**src/rtl/irqef_defines.svh**
```systemverilog
/*
  Offsets, field positions and reset values of the interrupt enable and fault flag registers.
  Assumes inclusion by bare name from design files.
*/
`ifndef IRQEF_DEFINES_SVH
`define IRQEF_DEFINES_SVH

`define IRQEF_ADDR_W 7
`define IRQEF_OFF_ENABLE_LOW 7'h08
`define IRQEF_OFF_ENABLE_HIGH 7'h09
`define IRQEF_OFF_FAULT_FLAGS 7'h0A
`define IRQEF_RESET_ENABLE_LOW 8'h00
`define IRQEF_RESET_ENABLE_HIGH 8'h00
`define IRQEF_RESET_FAULT_FLAGS 8'h00

`define IRQEF_BIT_POLARITY_INVERT 7
`define IRQEF_BIT_PIN_DRIVE_STYLE 7
`define IRQEF_BIT_PIN_OUTPUT_GATE 6
`define IRQEF_BIT_CARD_DETECT_GATE 5

`define IRQEF_BIT_EEPROM_FAULT 7
`define IRQEF_BIT_BUFFER_WRITE_FAULT 6
`define IRQEF_BIT_BUFFER_OVERFLOW 5
`define IRQEF_BIT_SHORT_FRAME_FAULT 4
`define IRQEF_BIT_EMPTY_TRANSMIT_FAULT 3
`define IRQEF_BIT_COLLISION_SEEN 2
`define IRQEF_BIT_FRAMING_FAULT 1
`define IRQEF_BIT_INTEGRITY_FAULT 0

`define IRQEF_MIN_FRAME_BITS 4
`define IRQEF_MIN_EMD_BYTES 3

`endif

```
**src/rtl/irqef_pkg.sv**
```systemverilog
/*
  Types shared by the interrupt enable and fault flag block.
  Assumes the defines header is compiled alongside.
*/
package irqef_pkg;
  typedef logic [7:0] irqef_byte_t;
  typedef logic [6:0] irqef_addr_t;
  typedef logic [10:0] irqef_pos_t;
  typedef enum logic [1:0] {
    IRQEF_CMD_OTHER,
    IRQEF_CMD_RECEIVE,
    IRQEF_CMD_TRANSCEIVE
  } irqef_cmd_e;
endpackage : irqef_pkg

```
**src/rtl/irqef_sticky_flag.sv**
```systemverilog
/*
  One sticky fault flag: a set wins over a clear in the same cycle.
  Assumes single clock, synchronous active-high reset.
*/
`timescale 1ns/1ps
module irqef_sticky_flag (
  // Clock and reset
  input wire logic clk_sys,
  input wire logic rst,
  // Control
  input wire logic setEvent,
  input wire logic clearEvent,
  // State
  output logic flag
);
  import irqef_pkg::*;

  always_ff @(posedge clk_sys) begin
    if (rst) begin
      flag <= 1'b0;
    end else if (setEvent) begin
      flag <= 1'b1;
    end else if (clearEvent) begin
      flag <= 1'b0;
    end
  end
endmodule : irqef_sticky_flag

```
**src/rtl/irqef_top.sv**
```systemverilog
/*
  Interrupt enable registers, combined request, interrupt pin driver and contactless fault flags.
  Assumes a simple synchronous register port from the host interface block and event strobes
  from the transceiver, FIFO, EEPROM and decoder logic, all on clk_sys.
*/
`timescale 1ns/1ps
`include "irqef_defines.svh"

// Functional notes
// - Polarity bit inverts interrupt pin level
// - Low enable bits gate seven request flags
// - High bits 4..0 gate timer requests
// - High bit 5 gates card detect request
// - High bit 7 selects push-pull or open-drain
// - Pin enable passes combined request to pin
// - Failed EEPROM command sets fault bit 7
// - FIFO write in busy states sets bit 6
// - Bit 6 clears at command or store
// - Write to full FIFO sets bit 5
// - Overflow set discards later FIFO writes
// - Under four bits after start sets bit 4
// - Short frame dropped, no receive request
// - EMD on: under three bytes dropped too
// - Bit 4 clears at receive phase start
// - Transmit with empty FIFO sets bit 3
// - Collision sets bit 2, records position
// - Bit 2 clears at receive phase start
// - Collision in end symbol is ignored
// - Enabled set request raises combined request
// - Fault request follows five fault flags
// - Bit 1 framing fault stops reception
// - Bit 0 integrity fault, reception continues
module irqef_top #(
  parameter int POS_W = 11
) (
  // Clock and reset
  input wire logic clk_sys,
  input wire logic rst,
  // Register port
  input wire logic regWrite,
  input wire logic regRead,
  input wire irqef_pkg::irqef_addr_t regAddr,
  input wire irqef_pkg::irqef_byte_t regWdata,
  output irqef_pkg::irqef_byte_t regRdata,
  // Request flags from the request registers
  input wire logic [6:0] lowRequests,
  input wire logic [5:0] highRequests,
  // Command sequencing
  input wire logic cmdStart,
  input wire irqef_pkg::irqef_cmd_e cmdKind,
  input wire logic waitDataEnter,
  input wire logic multiFrameReceive,
  input wire logic faultsStored,
  // FIFO write path
  input wire logic fifoWriteReq,
  input wire logic fifoFull,
  input wire logic fifoEmpty,
  input wire logic busyForWrite,
  output logic fifoWriteAccept,
  // Events
  input wire logic eepromCmdDone,
  input wire logic eepromCmdFailed,
  input wire logic transmitDue,
  input wire logic frameEnd,
  input wire logic [3:0] frameBitCount,
  input wire logic [2:0] frameByteCount,
  input wire logic emdSuppress,
  input wire logic collisionEvent,
  input wire logic collisionInEof,
  input wire logic [POS_W-1:0] collisionPos,
  input wire logic framingEvent,
  input wire logic integrityEvent,
  // Receiver results
  output logic receiveDoneOk,
  output logic stopReception,
  output logic [POS_W-1:0] collision_position_reg,
  // Requests and pin
  output logic combined_request,
  output logic fault_request,
  output logic irqPinOut,
  output logic irqPinOe
);
  import irqef_pkg::*;

  // ----------------------------------------
  // Registers and flags
  // ----------------------------------------
  irqef_byte_t request_enable_low;
  irqef_byte_t request_enable_high;
  logic eeprom_fault;
  logic buffer_write_fault;
  logic buffer_overflow;
  logic short_frame_fault;
  logic empty_transmit_fault;
  logic collision_seen;
  logic framing_fault;
  logic integrity_fault;
  logic collisionFirst;
  logic rxPhaseStart;
  logic cmdAnyStart;
  logic shortBits;
  logic shortBytes;
  logic fifoWriteBad;
  logic collisionSet;
  logic [6:0] lowMasked;
  logic [5:0] highMasked;
  logic pinActive;
  irqef_byte_t faultFlags;

  // ----------------------------------------
  // Enable register writes
  // ----------------------------------------
  always_ff @(posedge clk_sys) begin
    if (rst) begin
      request_enable_low <= `IRQEF_RESET_ENABLE_LOW;
    end else if (regWrite && regAddr == `IRQEF_OFF_ENABLE_LOW) begin
      request_enable_low <= regWdata;
    end
  end

  always_ff @(posedge clk_sys) begin
    if (rst) begin
      request_enable_high <= `IRQEF_RESET_ENABLE_HIGH;
    end else if (regWrite && regAddr == `IRQEF_OFF_ENABLE_HIGH) begin
      request_enable_high <= regWdata;
    end
  end

  // ----------------------------------------
  // Read path
  // ----------------------------------------
  always_ff @(posedge clk_sys) begin
    if (rst) begin
      regRdata <= 8'h00;
    end else if (regRead) begin
      if (regAddr == `IRQEF_OFF_ENABLE_LOW) begin
        regRdata <= request_enable_low;
      end else if (regAddr == `IRQEF_OFF_ENABLE_HIGH) begin
        regRdata <= request_enable_high;
      end else if (regAddr == `IRQEF_OFF_FAULT_FLAGS) begin
        regRdata <= faultFlags;
      end else begin
        regRdata <= 8'h00;
      end
    end
  end

  // ----------------------------------------
  // Combined request and pin
  // ----------------------------------------
  always_comb begin
    lowMasked = lowRequests & request_enable_low[6:0];
    highMasked = highRequests & request_enable_high[5:0];
  end

  always_ff @(posedge clk_sys) begin
    if (rst) begin
      combined_request <= 1'b0;
    end else begin
      combined_request <= (|lowMasked) | (|highMasked);
    end
  end

  assign pinActive = (combined_request & request_enable_high[`IRQEF_BIT_PIN_OUTPUT_GATE])
    ^ request_enable_low[`IRQEF_BIT_POLARITY_INVERT];

  always_ff @(posedge clk_sys) begin
    if (rst) begin
      irqPinOut <= 1'b0;
      irqPinOe <= 1'b0;
    end else if (request_enable_high[`IRQEF_BIT_PIN_DRIVE_STYLE]) begin
      irqPinOut <= pinActive;
      irqPinOe <= 1'b1;
    end else begin
      irqPinOut <= 1'b0;
      irqPinOe <= ~pinActive;
    end
  end

  // ----------------------------------------
  // Fault event decode
  // ----------------------------------------
  assign cmdAnyStart = cmdStart;
  assign rxPhaseStart = (cmdStart && cmdKind == IRQEF_CMD_RECEIVE)
    || (waitDataEnter && cmdKind == IRQEF_CMD_TRANSCEIVE);
  assign fifoWriteBad = fifoWriteReq && busyForWrite;
  assign fifoWriteAccept = fifoWriteReq && !fifoFull && !buffer_overflow;
  assign shortBits = frameEnd && (frameBitCount < 4'(`IRQEF_MIN_FRAME_BITS));
  assign shortBytes = frameEnd && emdSuppress
    && (frameByteCount < 3'(`IRQEF_MIN_EMD_BYTES));
  assign collisionSet = collisionEvent && !collisionInEof;
  assign receiveDoneOk = frameEnd && !shortBits && !shortBytes;
  assign stopReception = framingEvent;

  // ----------------------------------------
  // Sticky fault flags
  // ----------------------------------------
  irqef_sticky_flag u_eeprom (
    .clk_sys(clk_sys),
    .rst(rst),
    .setEvent(eepromCmdDone && eepromCmdFailed),
    .clearEvent(eepromCmdDone && !eepromCmdFailed),
    .flag(eeprom_fault)
  );

  irqef_sticky_flag u_write (
    .clk_sys(clk_sys),
    .rst(rst),
    .setEvent(fifoWriteBad),
    .clearEvent(multiFrameReceive ? faultsStored : cmdAnyStart),
    .flag(buffer_write_fault)
  );

  irqef_sticky_flag u_overflow (
    .clk_sys(clk_sys),
    .rst(rst),
    .setEvent(fifoWriteReq && fifoFull),
    .clearEvent(cmdAnyStart),
    .flag(buffer_overflow)
  );

  irqef_sticky_flag u_short (
    .clk_sys(clk_sys),
    .rst(rst),
    .setEvent(shortBits),
    .clearEvent(rxPhaseStart),
    .flag(short_frame_fault)
  );

  irqef_sticky_flag u_empty (
    .clk_sys(clk_sys),
    .rst(rst),
    .setEvent(transmitDue && fifoEmpty),
    .clearEvent(cmdAnyStart),
    .flag(empty_transmit_fault)
  );

  irqef_sticky_flag u_collision (
    .clk_sys(clk_sys),
    .rst(rst),
    .setEvent(collisionSet),
    .clearEvent(rxPhaseStart),
    .flag(collision_seen)
  );

  irqef_sticky_flag u_framing (
    .clk_sys(clk_sys),
    .rst(rst),
    .setEvent(framingEvent),
    .clearEvent(rxPhaseStart),
    .flag(framing_fault)
  );

  irqef_sticky_flag u_integrity (
    .clk_sys(clk_sys),
    .rst(rst),
    .setEvent(integrityEvent),
    .clearEvent(rxPhaseStart),
    .flag(integrity_fault)
  );

  // ----------------------------------------
  // Collision position capture
  // ----------------------------------------
  always_ff @(posedge clk_sys) begin
    if (rst) begin
      collisionFirst <= 1'b1;
      collision_position_reg <= '0;
    end else if (collisionSet && collisionFirst) begin
      collisionFirst <= 1'b0;
      collision_position_reg <= collisionPos;
    end else if (rxPhaseStart) begin
      collisionFirst <= 1'b1;
    end
  end

  // ----------------------------------------
  // Fault summary
  // ----------------------------------------
  always_comb begin
    faultFlags = `IRQEF_RESET_FAULT_FLAGS;
    faultFlags[`IRQEF_BIT_EEPROM_FAULT] = eeprom_fault;
    faultFlags[`IRQEF_BIT_BUFFER_WRITE_FAULT] = buffer_write_fault;
    faultFlags[`IRQEF_BIT_BUFFER_OVERFLOW] = buffer_overflow;
    faultFlags[`IRQEF_BIT_SHORT_FRAME_FAULT] = short_frame_fault;
    faultFlags[`IRQEF_BIT_EMPTY_TRANSMIT_FAULT] = empty_transmit_fault;
    faultFlags[`IRQEF_BIT_COLLISION_SEEN] = collision_seen;
    faultFlags[`IRQEF_BIT_FRAMING_FAULT] = framing_fault;
    faultFlags[`IRQEF_BIT_INTEGRITY_FAULT] = integrity_fault;
  end

  assign fault_request = buffer_write_fault | buffer_overflow | framing_fault
    | empty_transmit_fault | integrity_fault;
endmodule : irqef_top

```
**config.mk**
```make
export PLATFORM = sky130hd
export DESIGN_NAME = irqef_top
export DESIGN_NICKNAME = d
export VERILOG_FILES = /design/src/rtl/irqef_pkg.sv /design/src/rtl/irqef_sticky_flag.sv /design/src/rtl/irqef_top.sv
export VERILOG_INCLUDE_DIRS = /design/src /design/src/rtl
export SDC_FILE = /design/constraint.sdc
export NUM_CORES = 1
export LEC_CHECK = 0
export BUFFER_PORTS_ARGS = -buffer_cell sky130_fd_sc_hd__buf_4
export CAP_MARGIN = 15
export CORE_ASPECT_RATIO = 0.7
export CORE_MARGIN = 2
export CORE_UTILIZATION = 48
export CTS_BUF_LIST = sky130_fd_sc_hd__clkbuf_8
export CTS_CLUSTER_DIAMETER = 80
export DETAILED_ROUTE_END_ITERATION = 7
export HOLD_SLACK_MARGIN = 0.15
export PLACE_DENSITY = 0.81
export SLEW_MARGIN = 20
export SYNTH_ARGS = -nofsm -noshare
export SYNTH_HDL_FRONTEND = slang
export SYNTH_HIERARCHICAL = 1
export SYNTH_SLANG_ARGS = --single-unit
```
**constraint.sdc**
```tcl
create_clock -name clk_sys -period 1.9 [get_ports clk_sys]
set_clock_uncertainty 0.1 [all_clocks]
set_input_delay 0.38 -clock clk_sys [delete_from_list [all_inputs] [get_ports clk_sys]]
set_output_delay 0.38 -clock clk_sys [all_outputs]
set_load 0.02 [all_outputs]
```
==> results.txt <==
----------------------------------------------------
[Layout]
  Fill cells ... between 300 and 400
  Number of nets in the finished design ... 401
  Largest register FFs ... 11
  Summed area of non-filler cells in the final layout ... roughly 3000 µm²
  Multi-input combinational cell area ... approximately 1100 µm²
  Fraction of layout cells with a size suffix above 1 ... 0.3784
  Total inserted antenna cells ... 0
  Sequential standard cell area ... approximately 940 µm²
  Synth-to-layout area growth ... 41.05%

[Setup path]
  Critical path data required time ... approximately 1.4 ns
  Slowest library cell on the worst path ... dfxtp_1
  RR Startpoint ... request_enable_low[3]
  CP startpoint ... u_overflow/flag
  Critical Path Fanout Max ... 4
  Largest incremental delay on the critical path ... about 0.35 ns
  Crit path kind ... flop to output port
  Arrival time worst endpoint ... around 1.1 ns
  List of cells traversed by the critical path ... nor3_1 -> nand2_1 -> buf_4
  Kind of launch point of the worst setup path ... flop
  Endpoint kind of the worst setup timing path ... output port

[Power and ir drop]
  Sequential cell fraction of total power ... 0.493
  Fraction of power consumed by combinational cells ... 0.141
  Power per standard cell area ... just under 700 nW/µm²
  Relative contribution of the clock network to total power ... 0.365
  Worst vdd rail ir drop ... approximately 0.5 mV
  Internal Dissipation ... 1.597 mW
  Switching power as a share of total power ... 0.2313
  Leakage power figure ... about 1.4 nW
  Switching power of the nets ... 0.4805 mW

[Clock network]
  Clock root buffer ... clkbuf_8
  Worst-path clk slew ... 0.08 ns
  Buffer levels on the longest clock path ... 2
  Maximum level of the CTS H-tree ... 2
  Number of hold-repair buffers added at the cts stage ... 0
  Post-CTS Setup Inserts ... 0
  Resized cells post-CTS ... 0
  Number of clock buffers inserted by TritonCTS ... 5
  TritonCTS clock tree ... built
  Clk Latency, worst-skew pair ... around 0.30 ns
  Number of sinks handled by clock tree synthesis ... 47

[Detailed routing]
  DRT Pass-1 Iters ... 4
  Via-per-instance ratio ... between 5 and 6
  Number of DRC markers after the initial detailed-route iteration ... between 80 and 90
  Aggregate routed wire length ... around 5000 µm
  Number of nets still failing antenna checks after routing ... 0
  Routed via count ... 1957
  Avg WL per Cell ... ~13 µm
  DRC violations left ... 0

[Die]
  Die X-Extent ... 83.64 µm
  Effective utilization at floorplan ... 0.4951
  Floorplan die area ... ~5000 µm²
  FP Rows ... 20
  Floorplan Core Area ... ~4300 µm²
  Count of boundary I/O pins ... between 90 and 100
  Vertical extent of the die ... ~60 µm

[Placement]
  Number of input and output port buffers inserted ... 92
  HPWL after detailed placement ... 3849 µm
  Routability-driven placement congestion ratio ... 0.7465
  Placed instance area ... ~2900 µm²

[Timing]
  Final number of setup-violating endpoints ... 0
  Worst-Margin Slew ... between 0.5 and 0.6 ns
  Relative slew slack ... 0.6500
  Unrepaired setup endpoints after global routing ... false
  Fraction of the cycle the final worst path needs ... 0.8207
  Final critical-path required period ... 1.559 ns
  Final sum of negative setup slack ... 0 ns
  Final hold viol count ... 0
  Max-slew violation count ... 0
  Maximum achievable frequency ... 0.6413 GHz

[Yosys]
  Primary flip-flop cell chosen by synthesis mapping ... dfxtp_1
  Post-synth top cells ... 47 x dfxtp_1, 27 x a21oi_1, 20 x nor2_1, 18 x nand2_1
  Area share of the leading cell type in the synthesized netlist ... 0.4416
  Library cell with the highest instance count after synthesis ... dfxtp_1
  Mean area per synthesized cell ... slightly below 9 µm²
  Number of enable-type register cells in the synthesized netlist ... 0
  Synthesized cell area ... ~2100 µm²
  #FFs+latches synth ... 47
  Netlist cell types ... 31
  Total nets after synthesis ... 307
  Proportion of register bits with asynchronous set or reset after synthesis ... 0
  Yosys warns ... 6
  Cell types occupying the most area after synthesis ... dfxtp_1 44%, mux2i_1 7.5%, a21oi_1 6.3%, o221ai_2 5.6%, nand2b_1 5.0%
  Most area-hungry cell type in the Yosys netlist ... dfxtp_1
  Gate count after technology mapping ... roughly 240
  Sequential area share after synthesis ... 0.4416

[Min path]
  Startpoint of the worst hold path ... integrityEvent
  Path category of the worst min-delay check ... primary input to flop

[Run status]
  Status ... completed

[Global route]
  Gr usage total ... 0.2149
  Total grt overflow ... 0
  Largest net degree at the start of global routing ... 48
  Met2 capacity usage during global routing ... 0.3600
  Wire length of the first global-routing pass ... approximately 8400 µm
  Met3 Resource Use GR ... 0.06077
  Met1 demand-to-capacity share in global routing ... 0.2633
  Vias in the first global route ... about 1900
  Busiest grt layer ... met2
  Antenna violations before repair ... 0

[Flow run]
  Max-cap check violation count ... 0

----------------------------------------------------
cells in the final DEF (no fill, tap or decap), types with 3 or more instances in the layout:
cell and count:
a21oi_1 27, a21oi_2 8, and2_1 4, buf_4 99
clkbuf_8 6, dfxtp_1 47, inv_1 17, mux2i_1 16
nand2_1 18, nand2b_1 17, nand3_1 11, nor2_1 20
nor2b_1 10, o21ai_0 3, o221ai_2 8
power by group through the flow:
stage	registers [mW]	clock network [mW]	logic (mW)
global route	1.03	0.810	0.321
CTS	1.03	0.766	0.296
global placement	1.05	0	0.292
detailed placement	1.05	0	0.296
finish	1.02	0.758	0.294
floorplan	1.06	0	0.112
logic make-up after synthesis:
logic type,count (synthesis),share of synthesized area
DFF,47,0.4416
muxes,17,0.08044
buffers and inverters,29,0.05578
and+or+nand+nor,90,0.2284
AOI/OAI and AO/OA,54,0.1897
xor gates and xnor gates,1,0.004111
layout make-up:
cell class              count  share of cell area
repair buffers             99              0.2473
clock inverters             2             0.01166
inverters                  17             0.02123
multi-input cells         162              0.3564
flip-flops and latches     47              0.3131
well taps                  55             0.02290
clock buffers               6             0.02748
critical path, delay by kind of cell (launching register included):
family,cells,cell delay [ns]
DFF,1,0.35
and+or+nand+nor,2,0.27
buffers and inverters,1,0.16
through the flow:
stage,power [mW],cells,setup slack [ns],hold slack [ns],utilization
2_1_floorplan,1.173,238,0.3727,0.3424,-
3_3_place_gp,1.339,380,0.1797,0.3434,0.6709
3_5_place_dp,1.344,380,0.1531,0.3476,0.6709
4_1_cts,2.087,388,0.3226,0.2024,0.6983
5_1_grt,2.159,388,0.2903,0.2209,0.6983
6_report,2.077,388,0.3406,0.2031,0.6983
path summary, 6_finish.rpt:
check / slack (ns) / cells after the start / to
worst min register to register: 0.36 / 2 / collision_position_reg[4]
worst min-delay path: 0.20 / 3 / u_integrity/flag
worst max-delay path: 0.34 / 3 / fault_request
worst max register to register: 0.65 / 4 / combined_request
per-layer routing:
layer	vias up	routed length (µm)
li1	1005	-
met1	880	2314
met2	63	2217
met3	9	412
met4	0	62
met5	-	0
No activity file was read; power rests on OpenSTA's default activity.
